==> config.mk <==
export PLATFORM = sky130hd
export DESIGN_NAME = chan_cmd_device_flat
export DESIGN_NICKNAME = d
export VERILOG_FILES = /design/src/verilog/chan_cmd_pkg.sv /design/src/verilog/chan_cmd_if.sv /design/src/verilog/chan_cmd_device.sv /design/src/flat_wrapper.sv
export SDC_FILE = /design/constraint.sdc
export NUM_CORES = 1
export LEC_CHECK = 0
export BUFFER_PORTS_ARGS = -buffer_cell sky130_fd_sc_hd__buf_2
export CAP_MARGIN = 25
export CORE_ASPECT_RATIO = 0.7
export CORE_MARGIN = 2
export CORE_UTILIZATION = 35
export DETAILED_ROUTE_END_ITERATION = 8
export GPL_TIMING_DRIVEN = 1
export PLACE_DENSITY = 0.55
export SLEW_MARGIN = 40
export SYNTH_ARGS = -nofsm -noshare
export SYNTH_HDL_FRONTEND = slang
export SYNTH_SLANG_ARGS = --single-unit
==> constraint.sdc <==
create_clock -name clock_in -period 3 [get_ports clock_in]
set_input_delay 0.45 -clock clock_in [delete_from_list [all_inputs] [get_ports clock_in]]
set_output_delay 0.45 -clock clock_in [all_outputs]
set_load 0.01 [all_outputs]
==> src/verilog/chan_cmd_pkg.sv <==
// package: channel command decoder constants and types
// assumes: used by both ends and the monitor, referenced as pkg::name
package chan_cmd_pkg;
  // register offsets on the device's own register port
  localparam logic [7:0] channel_command_off = 8'h05;
  localparam logic [7:0] channel_select_off = 8'h0c;
  localparam logic [7:0] firmware_revision_off = 8'h7f;
  localparam logic [7:0] channel_command_rst = 8'h00;
  // command type bits, then reset parameter bits
  localparam int reset_bit = 7;
  localparam int option_change_bit = 6;
  localparam int special_send_bit = 5;
  localparam int chan_ctl_bit = 4;
  localparam int flush_tx_fifo_bit = 1;
  localparam int reset_type_bit = 0;
  // enable/disable parameter bits
  localparam int tx_en_bit = 3;
  localparam int tx_dis_bit = 2;
  localparam int rx_en_bit = 1;
  localparam int rx_dis_bit = 0;
  // cycles the on-chip processor takes to execute a command
  localparam int exec_cycles = 4;
  localparam int reset_cycles = 8;
  // controller's own AHB registers (byte addresses)
  localparam logic [3:0] host_cmd_addr = 4'h0;
  localparam logic [3:0] host_sel_addr = 4'h4;
  localparam logic [3:0] host_stat_addr = 4'h8;
  localparam logic [3:0] host_rev_addr = 4'hc;
  // host controller states
  typedef enum logic [2:0] {
    h_idle, h_sel, h_cmd, h_poll, h_poll_wait
  } host_state_t;
endpackage

==> src/verilog/chan_cmd_if.sv <==
// interface: device register port between host controller and device
// assumes: one clock, single-cycle write strobe and combinational-free read
interface chan_cmd_if;
  logic [7:0] addr;
  logic [7:0] wdata;
  logic wr;
  logic [7:0] rdata;
  modport host (output addr, output wdata, output wr, input rdata);
  modport device (input addr, input wdata, input wr, output rdata);
endinterface

==> src/verilog/chan_cmd_device.sv <==
// device end: command register decoder and its on-chip processor model
// assumes: host writes one register per cycle; rdata follows addr next cycle
//
// What this block does
// - commands act on the selected channel
// - upper nibble type, lower nibble parameters
// - command register zeroed after execution
// - host polls for zero before next command
// - channels 0 and 1 ignore commands
// - host selects channel 2/3 before chip reset
// - reset format: channel, chip, flush, unused
// - channel reset disables rx/tx, empties fifos
// - chip reset acts like hardware reset
// - revision cleared at reset start, reloaded after
// - host waits revision zero then nonzero
// - flush empties transmit fifo pointers
// - option-change format with three flags
// - option change refreshes flagged shadow copies
// - special-send format selecting char one-four
// - special char sent ahead of fifo data
// - bit 4 enables/disables tx and rx
module chan_cmd_device #(
  parameter logic [7:0] fw_revision = 8'h5a // arbitrary nonzero value
) (
  input wire logic clock_in,
  input wire logic rst_b_in,
  chan_cmd_if.device port,
  input wire logic [7:0] option_reg_one_in,
  input wire logic [7:0] option_reg_two_in,
  input wire logic [7:0] option_reg_three_in,
  output logic [3:0] rx_enable_out,
  output logic [3:0] tx_enable_out,
  output logic [3:0] tx_fifo_flush_out,
  output logic [3:0] rx_fifo_flush_out,
  output logic [2:0] special_send_out,
  output logic [1:0] special_chan_out,
  output logic [23:0] option_shadow_out
);
  // a zero revision would hide reset completion from the host
  if (fw_revision == 8'h00) begin : g_bad_revision
    $error("fw_revision must be nonzero");
  end

  logic [7:0] channel_command_reg_ff;
  logic [1:0] channel_select_reg_ff;
  logic [7:0] firmware_revision_reg_ff;
  logic [7:0] rdata_ff;
  logic [3:0] busy_cnt_ff;
  logic chip_reset_ff;
  logic [7:0] nxt_cmd;
  logic [3:0] rx_en_ff, tx_en_ff, txf_ff, rxf_ff;
  logic [2:0] sp_ff;
  logic [1:0] sp_ch_ff;
  logic [23:0] shadow_ff;

  ////////////////////////////////////////////////////////////////////////
  // register port strobes
  wire cmd_wr = port.wr && port.addr == chan_cmd_pkg::channel_command_off;
  wire sel_wr = port.wr && port.addr == chan_cmd_pkg::channel_select_off;
  wire rev_wr = port.wr && port.addr == chan_cmd_pkg::firmware_revision_off;

  // command byte split into type and parameter nibbles
  wire serial_sel = channel_select_reg_ff[1];
  wire [3:0] cmd_hi = channel_command_reg_ff[7:4];
  wire [3:0] cmd_lo = channel_command_reg_ff[3:0];
  // a command waits out its delay; a reset in progress holds it back
  wire pending = channel_command_reg_ff != 8'h00 && busy_cnt_ff == 4'h0;

  // one decode per format; malformed bytes match none
  wire is_reset = cmd_hi == 4'h8 && cmd_lo[3:2] == 2'b00;
  wire do_chan_rst = is_reset && cmd_lo[1:0] == 2'b00;
  wire do_chip_rst = is_reset && cmd_lo[1:0] == 2'b01;
  wire do_flush = is_reset && cmd_lo[1:0] == 2'b10;
  wire do_option = cmd_hi == 4'h4 && cmd_lo[0] == 1'b0
    && cmd_lo[3:1] != 3'b000;
  wire do_special = cmd_hi == 4'h2 && cmd_lo[3] == 1'b0
    && cmd_lo[2:0] != 3'b000 && cmd_lo[2:0] <= 3'h4;
  wire do_ctl = cmd_hi == 4'h1;

  // target channel, execution strobe and the full-chip wipe
  wire [3:0] ch_mask = 4'b0001 << channel_select_reg_ff;
  wire exec = pending && serial_sel && !chip_reset_ff;
  wire wipe = !rst_b_in || (exec && do_chip_rst);

  ////////////////////////////////////////////////////////////////////////
  // host register port: select, command, revision
  always_ff @(posedge clock_in) begin
    if (!rst_b_in || (exec && do_chip_rst)) begin
      channel_select_reg_ff <= 2'h0;
    end else if (sel_wr) begin
      channel_select_reg_ff <= port.wdata[1:0];
    end
  end

  // command register: write loads, execution zeroes it
  always_comb begin
    nxt_cmd = channel_command_reg_ff;
    if (cmd_wr) nxt_cmd = port.wdata;
    else if (pending && !chip_reset_ff) nxt_cmd = 8'h00;
  end
  always_ff @(posedge clock_in) begin
    if (!rst_b_in) begin
      channel_command_reg_ff <= chan_cmd_pkg::channel_command_rst;
      busy_cnt_ff <= 4'h0;
    end else begin
      channel_command_reg_ff <= nxt_cmd;
      // ignored commands on channels 0/1 still clear after the delay
      if (cmd_wr) busy_cnt_ff <= 4'(chan_cmd_pkg::exec_cycles);
      else if (busy_cnt_ff != 4'h0) busy_cnt_ff <= busy_cnt_ff - 4'h1;
    end
  end

  // revision: cleared at reset start, reloaded at completion
  logic [3:0] rst_cnt_ff;
  always_ff @(posedge clock_in) begin
    if (!rst_b_in) begin
      chip_reset_ff <= 1'b1;
      rst_cnt_ff <= 4'(chan_cmd_pkg::reset_cycles);
      firmware_revision_reg_ff <= 8'h00;
    end else if (exec && (do_chip_rst || do_chan_rst)) begin
      chip_reset_ff <= 1'b1;
      rst_cnt_ff <= 4'(chan_cmd_pkg::reset_cycles);
      firmware_revision_reg_ff <= 8'h00;
    end else if (chip_reset_ff) begin
      rst_cnt_ff <= rst_cnt_ff - 4'h1;
      if (rst_cnt_ff == 4'h1) begin
        chip_reset_ff <= 1'b0;
        firmware_revision_reg_ff <= fw_revision;
      end
    end else if (rev_wr) begin
      firmware_revision_reg_ff <= port.wdata;
    end
  end

  // read mux, one cycle latency
  wire [7:0] rd_mux =
    port.addr == chan_cmd_pkg::channel_command_off ? channel_command_reg_ff :
    port.addr == chan_cmd_pkg::channel_select_off ?
      {6'h00, channel_select_reg_ff} :
    port.addr == chan_cmd_pkg::firmware_revision_off ?
      firmware_revision_reg_ff : 8'h00;
  always_ff @(posedge clock_in) begin
    if (!rst_b_in) rdata_ff <= 8'h00;
    else rdata_ff <= rd_mux;
  end
  assign port.rdata = rdata_ff;

  ////////////////////////////////////////////////////////////////////////
  // channel actions
  // receiver and transmitter enables per channel
  always_ff @(posedge clock_in) begin
    if (wipe) begin
      rx_en_ff <= 4'h0;
      tx_en_ff <= 4'h0;
    end else if (exec && do_chan_rst) begin
      rx_en_ff <= rx_en_ff & ~ch_mask;
      tx_en_ff <= tx_en_ff & ~ch_mask;
    end else if (exec && do_ctl) begin
      // a disable bit beats its enable bit
      if (cmd_lo[chan_cmd_pkg::tx_en_bit]) tx_en_ff <= tx_en_ff | ch_mask;
      if (cmd_lo[chan_cmd_pkg::tx_dis_bit]) tx_en_ff <= tx_en_ff & ~ch_mask;
      if (cmd_lo[chan_cmd_pkg::rx_en_bit]) rx_en_ff <= rx_en_ff | ch_mask;
      if (cmd_lo[chan_cmd_pkg::rx_dis_bit]) rx_en_ff <= rx_en_ff & ~ch_mask;
    end
  end

  // one-cycle flush pulses, every channel during a wipe
  always_ff @(posedge clock_in) begin
    if (wipe) begin
      txf_ff <= 4'hf;
      rxf_ff <= 4'hf;
    end else begin
      txf_ff <= exec && (do_chan_rst || do_flush) ? ch_mask : 4'h0;
      rxf_ff <= exec && do_chan_rst ? ch_mask : 4'h0;
    end
  end

  // special character request, one-cycle pulse
  always_ff @(posedge clock_in) begin
    if (wipe) begin
      sp_ff <= 3'h0;
      sp_ch_ff <= 2'h0;
    end else if (exec && do_special) begin
      sp_ff <= cmd_lo[2:0];
      sp_ch_ff <= channel_select_reg_ff;
    end else begin
      sp_ff <= 3'h0;
    end
  end

  // shadow copies of the option registers
  always_ff @(posedge clock_in) begin
    if (wipe) begin
      shadow_ff <= 24'h000000;
    end else if (exec && do_option) begin
      if (cmd_lo[1]) shadow_ff[7:0] <= option_reg_one_in;
      if (cmd_lo[2]) shadow_ff[15:8] <= option_reg_two_in;
      if (cmd_lo[3]) shadow_ff[23:16] <= option_reg_three_in;
    end
  end

  assign rx_enable_out = rx_en_ff;
  assign tx_enable_out = tx_en_ff;
  assign tx_fifo_flush_out = txf_ff;
  assign rx_fifo_flush_out = rxf_ff;
  assign special_send_out = sp_ff;
  assign special_chan_out = sp_ch_ff;
  assign option_shadow_out = shadow_ff;
endmodule

==> src/flat_wrapper.sv <==
// flat-port wrapper written by rule: the top's interface ports become plain ports
module chan_cmd_device_flat 
#(
  parameter logic [7:0] fw_revision = 8'h5a                           
)
  (clock_in, rst_b_in, option_reg_one_in, option_reg_two_in, option_reg_three_in, rx_enable_out, tx_enable_out, tx_fifo_flush_out, rx_fifo_flush_out, special_send_out, special_chan_out, option_shadow_out, port_addr, port_wdata, port_wr, port_rdata);
  chan_cmd_if port_i ();
  input wire logic clock_in;
  input wire logic rst_b_in;
  input wire logic [7:0] option_reg_one_in;
  input wire logic [7:0] option_reg_two_in;
  input wire logic [7:0] option_reg_three_in;
  output logic [3:0] rx_enable_out;
  output logic [3:0] tx_enable_out;
  output logic [3:0] tx_fifo_flush_out;
  output logic [3:0] rx_fifo_flush_out;
  output logic [2:0] special_send_out;
  output logic [1:0] special_chan_out;
  output logic [23:0] option_shadow_out;
  input wire logic [$bits(port_i.addr)-1:0] port_addr;
  input wire logic [$bits(port_i.wdata)-1:0] port_wdata;
  input wire logic [$bits(port_i.wr)-1:0] port_wr;
  output wire logic [$bits(port_i.rdata)-1:0] port_rdata;
  assign port_i.addr = port_addr;
  assign port_i.wdata = port_wdata;
  assign port_i.wr = port_wr;
  assign port_rdata = port_i.rdata;
  chan_cmd_device #(.fw_revision(fw_revision)) u_core (.clock_in(clock_in), .rst_b_in(rst_b_in), .port(port_i), .option_reg_one_in(option_reg_one_in), .option_reg_two_in(option_reg_two_in), .option_reg_three_in(option_reg_three_in), .rx_enable_out(rx_enable_out), .tx_enable_out(tx_enable_out), .tx_fifo_flush_out(tx_fifo_flush_out), .rx_fifo_flush_out(rx_fifo_flush_out), .special_send_out(special_send_out), .special_chan_out(special_chan_out), .option_shadow_out(option_shadow_out));
endmodule
==> results of run 1 <==
[Yosys cell counts (2+ instances only)]
cell and number:
a211oi_1 5, nand2_1 7, a21oi_1 11, nand4b_1 5, nand4_2 4, nand2b_1 4
nor4_1 2, xnor2_1 4, a21boi_0 7, and2_1 5, nor2b_1 8, mux2i_1 29
o21ai_0 4, nor2_1 42, nand4_1 3, o21a_1 3, and3_1 5, inv_1 9
buf_6 5, a21o_1 3, nor4bb_1 6, nand3b_1 6, dfxtp_1 80, nor3_1 6
o31ai_1 7, or4_1 2, clkbuf_1 11, a22oi_1 9, or3_1 3, ha_1 3
nand3_1 15
[through the flow]
stage	instances	hold WS (ns)	total power, W	setup WS (ns)	cell area, um^2
after CTS	553	0.332	0.00258	0.750	4140
after global routing	553	0.344	0.00267	0.490	4140
after floorplan	331	0.448	0.00140	1.12	3280
after detailed placement	537	0.450	0.00148	0.792	3850
final	553	0.338	0.00255	0.777	4140
after global placement	537	0.444	0.00148	0.879	3850
[final cells by class]
| cell class | count | area, um^2 |
|---|---|---|
| clock buffers | 10 | 229 |
| clock inverters | 6 | 68.8 |
| fillers | 915 | 4960 |
| inverters | 10 | 38.8 |
| multi-input cells | 222 | 1530 |
| flip-flops and latches | 80 | 1600 |
| well taps | 124 | 155 |
| repair buffers | 101 | 520 |
[final timing paths]
check / from / endpoint / slack, ns / cells after the start
worst min-delay path: option_reg_one_in[7] / u_core.option_shadow_out[7] / 0.34 / 3
worst min register to register: flip-flop / flip-flop / 0.46 / 1
worst max register to register: u_core.busy_cnt_ff[0] / flip-flop / 0.78 / 7
worst max-delay path: u_core.busy_cnt_ff[0] / flip-flop / 0.78 / 7
[worst register-to-register path: stages (launching register included)]
cell and delay [ns]:
dfxtp_1 0.37, inv_1 0.06, ha_1 0.25, nor4b_4 0.16, nand4_2 0.14, o21a_1 0.41, clkinv_2 0.48, a21oi_1 0.28
[logic make-up after synthesis]
family                   share of synthesized area, %
multiplexers                                     9.18
XOR/XNOR                                         1.33
flip-flops                                       48.8
buffers and inverters                            4.65
AO/OA/AOI/OAI                                    10.5
adder cells (fa/ha/maj)                          1.14
AND/OR/NAND/NOR                                  24.4
[registers in the layout, indices dropped and copies added, names as in the netlist, 2 cells and up, named ones only]
signal / cells
u_core.option_shadow_out: 24
u_core.channel_command_reg_ff: 8
u_core.firmware_revision_reg_ff: 8
u_core.port.rdata: 8
u_core.busy_cnt_ff: 4
u_core.rst_cnt_ff: 4
u_core.rx_fifo_flush_out: 4
u_core.tx_fifo_flush_out: 4
u_core.special_send_out: 3
u_core.channel_select_reg_ff: 2
u_core.special_chan_out: 2
[report_power, final]
part           switching, W  internal, W
registers         0.0000550      0.00112
logic              0.000144     0.000141
clock network      0.000440     0.000647
[per-layer routing]
| metal | up-vias | part of all wire (%) |
|---|---|---|
| met1 | 1246 | 51 |
| met4 | 0 | 0.96 |
| met2 | 79 | 42 |
| met3 | 7 | 6.4 |
| met5 | - | 0 |
| li1 | 1357 | - |
==> metrics.txt, run 1 <==
fin crit period 2.22 ns; crit path kind reg2reg; slowest stage cell, crit path clkinv_2; Final Cycle Share 74.1%; FMAX 450 MHz; Worst-Margin Slew 0.792 ns; Post-CTS Resized 0; top-area cell type share of the netlist area 48.8%; CP Max Fanout 32; Core Rows 29; DRC Markers 0; post-synthesis cell count 331; DR iter-0 viols 107; fin nets 470; CTS tree done; Root Buffer clkbuf_16; Arrival @ worst endpoint 2.47 ns; Req. time, crit path 3.25 ns; Seq cells post-synth 80; initial antenna violation count 0; Pleak 1.92 nW; CP Cell Sequence inv_1 > ha_1 > nor4b_4 > nand4_2 > o21a_1 > clkinv_2 > a21oi_1; hold bufs inserted after CTS 0; top_reg_cell synth dfxtp_1; vias in the first global route 2491; startpoint type of the worst setup path flip-flop; max cap viols 0; clk_lat worst skew 0.34 ns; M1 GR Usage 22.2%; met3 usage 4.84%; Final HPWL DP 5570 um; Layout area overhead 26.2%; sequential-to-total area share from yosys stat 48.8%; crit path buf inv count 2; Die H 85.1 um; Post-DRT Antenna Nets 0; H-tree depth 3; clock sink total 80; count of final hold-check violations 0; net count of the mapped netlist 377; clock skew 0.00885 ns; layout cells sized above 1 30.1%; gr busiest metal met2; number of synthesized flops with an enable pin 0; Post-Syn Area 0.00328 mm^2; status complete, no violations; YS warnings 0; power per standard cell area 615 mW/mm^2; most frequent cells in the layout buf_2 (95), dfxtp_1 (80), nor2_1 (42); Chip Width 120 um; Die ar. 0.0102 mm^2; # IOs 96; Vias 2689; setup_tns 0 ns; Max stage delay on crit path 0.48 ns; gp weighted congestion 0.719; ys async rst share 0%; Largest delay share family, worst path compound AO/OA/AOI/OAI gates; worst vdd ir 0.383 mV; clock slew at reported path FFs 0.06 ns; Max-slew headroom 46.4%; Bufs on Longest Clock Path 2; first-pass iteration count of the detailed router 4; gr usage total 15.7%; M2 GR Usage 22.8%; worst min-delay path class in2reg; largest net degree at the start of global routing 33; biggest area consumer among synthesized cells dfxtp_1; crit end category flip-flop; post-CTS setup buffers 0; fin util 45.5%; Avg Inst Size Synth 9.92 um^2; WL final 7810 um; synth top area cells dfxtp_1 (49%), mux2i_1 (8.8%), nor2_1 (4.8%); commonest non-fill, non-tap cell in the layout buf_2; RSZ-0062 raised after global routing false; core footprint 0.00911 mm^2; # setup viols final 0; Via density 4.86; CTS Buf Count 9; Max Slew Vio Count 0; Yosys cell types 49; gr ovfl total 0; first-pass GRT wire length 12600 um; Starting Density 36.1%; DR WL/cell 14.1 um; port bufs 95; number of antenna diodes 0
Note: power is estimated with default switching activity, not from simulation.
==> run 2, diff against run 1 <==
--- a/config.mk
+++ b/config.mk
@@ -12,7 +12,7 @@
 export CORE_UTILIZATION = 35
 export DETAILED_ROUTE_END_ITERATION = 8
 export GPL_TIMING_DRIVEN = 1
-export PLACE_DENSITY = 0.55
+export PLACE_DENSITY = 0.57
 export SLEW_MARGIN = 40
 export SYNTH_ARGS = -nofsm -noshare
 export SYNTH_HDL_FRONTEND = slang
==> constraint.sdc (replaced) <==
create_clock -name clock_in -period 1.9 [get_ports clock_in]
set_input_delay 0.285 -clock clock_in [delete_from_list [all_inputs] [get_ports clock_in]]
set_output_delay 0.285 -clock clock_in [all_outputs]
set_load 0.01 [all_outputs]
==> metrics.txt, run 2 (synthesis results as in run 1) <==
Root Buffer clkbuf_16; clock sink total 80 (unchanged); gr ovfl total 0 (unchanged); fin crit period 1.78 ns (-0.438 ns); Chip Width 120 um (unchanged); Max Slew Vio Count 0 (unchanged); Die ar. 0.0102 mm^2 (unchanged); DP Worst Slack 0.0736 ns (-0.718 ns); Die H 85.1 um (unchanged); worst setup path endpoint u_core.firmware_revision_reg_ff[4]; Bufs on Longest Clock Path 2 (unchanged); Vias 2764 (+2.8%); clock skew 0.00690 ns (-0.00195 ns); largest net degree at the start of global routing 33 (unchanged); gp weighted congestion 0.769 (+6.9%); Max-slew headroom 57.1% (+11 points); commonest non-fill, non-tap cell in the layout buf_2; power per standard cell area 932 mW/mm^2 (+52%); Starting Density 36.1% (unchanged); count of final hold-check violations 0 (unchanged); vias in the first global route 2613 (+4.9%); DRC Markers 0 (unchanged); RSZ-0062 raised after global routing false; most frequent cells in the layout buf_2 (95), dfxtp_1 (80), nor2_1 (42); Final Instance Area 0.00425 mm^2 (+2.6%); Layout area overhead 29.5%; # fillers 891 (-2.6%); Final Non-Filler Cells 567 (+2.5%); R2R Setup Slk 0.12 ns (-0.66 ns); layout cells sized above 1 32.7% (+2.7 points); # setup viols final 0 (unchanged); # IOs 96 (unchanged); status complete, no violations; RR Startpoint u_core.busy_cnt_ff[0]; WL final 7800 um (-0.12%); Via density 4.87 (+0.25%); first-pass iteration count of the detailed router 4 (unchanged); Post-DRT Antenna Nets 0 (unchanged); clk_lat worst skew 0.34 ns (about the same); crit end category flip-flop; Final Cycle Share 93.9% (+20 points); crit path kind reg2reg; worst setup margin 0.115 ns (-0.662 ns); worst vdd ir 0.353 mV (-7.8%); area of the multi-input gates 0.00153 mm^2 (+0.16%); core footprint 0.00911 mm^2 (unchanged); clock slew at reported path FFs 0.06 ns (about the same); Worst-Margin Slew 0.634 ns (-0.158 ns); first-pass GRT wire length 13000 um (+3.0%); H-tree depth 3 (unchanged); CTS Buf Count 9 (unchanged); Req. time, crit path 2.09 ns (-1.16 ns); Pleak 1.99 nW (+3.7%); start point of the critical path u_core.busy_cnt_ff[0]; number of antenna diodes 0 (unchanged); max reg flops 24 (unchanged); FF+latch area 0.00160 mm^2 (unchanged); total power 0.00396 W (+56%); CTS tree done; hold bufs inserted after CTS 0 (unchanged); worst min-delay path class in2reg; # placed instances 550 (+2.4%); Core Rows 29 (unchanged); max cap viols 0 (unchanged); startpoint type of the worst setup path flip-flop; R2R depth 9 (+2); Arrival @ worst endpoint 1.98 ns (-0.49 ns); initial antenna violation count 0 (unchanged); Final HPWL DP 5680 um (+2.0%); DP Area 0.00396 mm^2 (+2.9%); Worst R2R End u_core.firmware_revision_reg_ff[4]; fin nets 484 (+3.0%); DR iter-0 viols 128 (+20%); setup_tns 0 ns (unchanged); DR WL/cell 13.8 um (-2.6%); port bufs 95 (unchanged); gr usage total 16.3% (+0.63 points); FMAX 560 MHz (+25%); CP Max Fanout 13 (-59%)
run 2: cell count changes in the layout (fill, tap and decap cells not counted), sizes merged:
cell      previous run  this run
inv                 10        12
clkinvlp             4         3
clkinv               1         2
clkbuf              10         9
buf                101       115
bufinv               1         0
run 2: layout make-up:
| class | count | area share [%] |
|---|---|---|
| Sequential cell | 80 | 37.7 |
| Multi-Input combinational cell | 222 | 36.0 |
| Timing Repair Buffer | 115 | 15.2 |
| Clock buffer | 9 | 5.30 |
| Tap cell | 124 | 3.65 |
| Clock inverter | 7 | 1.27 |
| Inverter | 10 | 0.912 |
run 2: critical path, cell delays in order, from the launching register on:
cell      delay (ns)
dfxtp_1         0.32
inv_1           0.06
ha_2            0.17
nor4b_4         0.20
buf_6           0.18
nand4_2         0.13
buf_4           0.17
o21ai_1         0.16
buf_6           0.18
a211oi_1        0.06
run 2: what timing repair did:
item                                    in CTS  in global routing
resized for setup                            0                  3
endpoints found under the setup margin       0                 15
buffers inserted                             0                  1
run 2: report_power, final:
group	internal, W	switching (W)
Combinational	0.000261	0.000236
Clock	0.000895	0.000715
Sequential	0.00177	0.0000869
Total	0.00292	0.00104
run 2: worst min-delay path by stage:
stage,from,end,slack [ns],depth (start not counted)
finish,option_reg_two_in[0],u_core.option_shadow_out[8],0.17,3
global route,option_reg_three_in[5],u_core.option_shadow_out[21],0.16,3
CTS,option_reg_two_in[0],u_core.option_shadow_out[8],0.16,3
detailed placement,flip-flop,flip-flop,0.44,1
global placement,flip-flop,flip-flop,0.44,1
floorplan,port_wdata[0],u_core.channel_select_reg_ff[0],0.43,2
run 2: metal layers:
metal  global-route usage, %  share of wire [%]  vias to the layer above
li1                        -                  -                     1398
met1                    21.9                 48                     1279
met2                    24.4                 43                       77
met3                    5.24                6.6                       10
met4                    6.74                1.7                        0
met5                       0                  0                        -
run 2: per-stage QoR:
step	hold WS, ns	utilization [%]
3_3_place_gp	0.439	43.4
2_1_floorplan	0.429	-
6_report	0.174	46.7
4_1_cts	0.165	46.5
3_5_place_dp	0.444	43.4
5_1_grt	0.160	46.7
==> run 3, diff against run 2 <==
==> constraint.sdc (replaced) <==
create_clock -name clock_in -period 1.9 [get_ports clock_in]
set_input_delay 0.38 -clock clock_in [delete_from_list [all_inputs] [get_ports clock_in]]
set_output_delay 0.38 -clock clock_in [all_outputs]
set_load 0.01 [all_outputs]
==> metrics.txt, run 3 (synthesis results as in run 1) <==
DRC Markers 0 (unchanged); Post-DRT Antenna Nets 0 (unchanged); layout cells sized above 1 33.3% (+0.60 points); total power 0.00430 W (+8.4%); # fillers 887 (-0.45%); Root Buffer clkbuf_16; Internal 0.00331 W (+13%); Bufs on Longest Clock Path 2 (unchanged); DR WL/cell 14.0 um (+1.7%); Max Slew Vio Count 0 (unchanged); Hold Crit Depth 3 (unchanged); gr ovfl total 0 (unchanged); Worst Hold End u_core.option_shadow_out[9]; RSZ-0062 raised after global routing true; first-pass GRT wire length 13000 um (unchanged); port bufs 95 (unchanged); Comb pwr share 11.8% (-0.7 points); worst min-delay path class in2reg; Chip Width 120 um (unchanged); Final Non-Filler Cells 568 (+0.18%); WHS 0.278 ns (+0.104 ns); most frequent cells in the layout buf_2 (95), dfxtp_1 (80), nor2_1 (42); Die H 85.1 um (unchanged); Clock power frac 45.1% (+4.5 points); FF+latch area 0.00160 mm^2 (unchanged); # setup viols final 0 (unchanged); R2R depth 7 (-2); Pleak 2.04 nW (+2.2%); clk_lat worst skew 0.34 ns (about the same); area of the multi-input gates 0.00155 mm^2 (+1.3%); crit path buf inv count 2 (-2); Switch Pwr 0.000986 W (-5.0%); FMAX 551 MHz (-1.7%); Arrival @ worst endpoint 2.04 ns (+0.06 ns); CTS Buf Count 9 (unchanged); core footprint 0.00911 mm^2 (unchanged); DP Worst Slack 0.0342 ns (-0.0395 ns); Final Cycle Share 95.6% (+1.7 points); largest net degree at the start of global routing 33 (unchanged); clock sink total 80 (unchanged); hold bufs inserted after CTS 0 (unchanged); # placed instances 551 (+0.18%); Req. time, crit path 2.12 ns (+0.03 ns); Seq pwr share 43.2% (-3.6 points); commonest non-fill, non-tap cell in the layout buf_2; max cap viols 0 (unchanged); Worst-Margin Slew 0.617 ns (-0.0169 ns); gp weighted congestion 0.785 (+2.1%); Final HPWL DP 5730 um (+0.84%); clock slew at reported path FFs 0.06 ns (about the same); Die ar. 0.0102 mm^2 (unchanged); Worst R2R End u_core.option_shadow_out[12]; sw frac 23.0% (-3.3 points); DR iter-0 viols 167 (+30%); startpoint type of the worst setup path flip-flop; R2R Setup Slk 0.08 ns (-0.03 ns); RR Startpoint u_core.busy_cnt_ff[0]; H-tree depth 3 (unchanged); Vias 2780 (+0.58%); Core Rows 29 (unchanged); gr usage total 16.1% (-0.21 points); first-pass iteration count of the detailed router 5 (+1); power per standard cell area 987 mW/mm^2 (+5.9%); fin crit period 1.82 ns (+0.0314 ns); fin nets 486 (+0.41%); number of antenna diodes 0 (unchanged); Max stage delay on crit path 0.33 ns (about the same); crit path kind reg2reg; # IOs 96 (unchanged); WL final 7950 um (+1.8%); initial antenna violation count 0 (unchanged); vias in the first global route 2587 (-1.0%); Largest delay share family, worst path simple AND/OR/NAND/NOR gates; worst vdd ir 0.472 mV (+34%); CP Cell Sequence inv_1 > ha_2 > nor4b_4 > buf_4 > nand4_2 > mux2i_1 > nor2_1; worst setup margin 0.0841 ns (-0.0314 ns); DP Area 0.00398 mm^2 (+0.51%); slowest stage cell, crit path nand4_2; clock skew 0.00920 ns (+0.00230 ns); max reg flops 24 (unchanged); Via density 4.89 (+0.40%); Max-slew headroom 58.3% (+1.1 points); Starting Density 36.1% (unchanged); Final Instance Area 0.00435 mm^2 (+2.4%); status complete, no violations; hold_sp option_reg_two_in[1]; Layout area overhead 32.5%; count of final hold-check violations 0 (unchanged); start point of the critical path u_core.busy_cnt_ff[0]; crit end category flip-flop; CTS tree done; CP Max Fanout 11 (-2)
==> run 3: changes by cell type in the layout (fill, tap and decap cells not counted), sizes merged <==
cell	delta
clkbuf	+1
clkinvlp	-2
inv	-3
bufinv	+3
buf	+2
==> run 3: worst max path at each step <==
stage,slack [ns],end,depth (start not counted)
after global placement,0.07,u_core.firmware_revision_reg_ff[3],5
after floorplan,0.02,flip-flop,7
final,0.08,u_core.option_shadow_out[12],7
after CTS,0.02,u_core.option_shadow_out[3],7
after global routing,-0.07,u_core.option_shadow_out[23],7
after detailed placement,0.03,u_core.option_shadow_out[3],7
==> run 3: cell type report <==
class	count	share of cell area [%]
tap	124	3.56
sequential	80	36.8
multi-input combinational	222	35.7
clock buffer	10	5.26
clock inverter	5	2.44
timing repair buffer	117	15.4
inverter	10	0.891
==> run 3: per-stage QoR <==
step | utilization, % | setup TNS, ns
finish | 47.8 | 0
global route | 47.8 | -0.649
CTS | 47.3 | 0
global placement | 43.7 | 0
floorplan | - | 0
detailed placement | 43.7 | 0
==> run 3: power groups by stage <==
stage / Sequential (W) / Clock [W] / Combinational [W]
5_1_grt: 0.00187 / 0.00206 / 0.000569
4_1_cts: 0.00185 / 0.00198 / 0.000493
6_report: 0.00185 / 0.00194 / 0.000506
2_1_floorplan: 0.00187 / 0 / 0.000339
3_5_place_dp: 0.00189 / 0 / 0.000489
3_3_place_gp: 0.00189 / 0 / 0.000478
==> run 3: worst register-to-register path: stages (launching register included) <==
cell and delay, ns:
dfxtp_1 0.32, inv_1 0.06, ha_2 0.18, nor4b_4 0.25, buf_4 0.24, nand4_2 0.33
mux2i_1 0.28, nor2_1 0.06
==> run 3: what timing repair did <==
| item | 4_1_cts | 5_1_grt |
|---|---|---|
| endpoints found under the setup margin | 0 | 26 |
| buffers inserted | 0 | 2 |
| resized for setup | 0 | 6 |
==> run 3: metal layers <==
metal / share of wire (%) / global-route usage, %
met5: 0 / 0
met4: 1.4 / 5.99
met3: 5.4 / 5.11
met2: 43 / 23.6
met1: 51 / 22.3
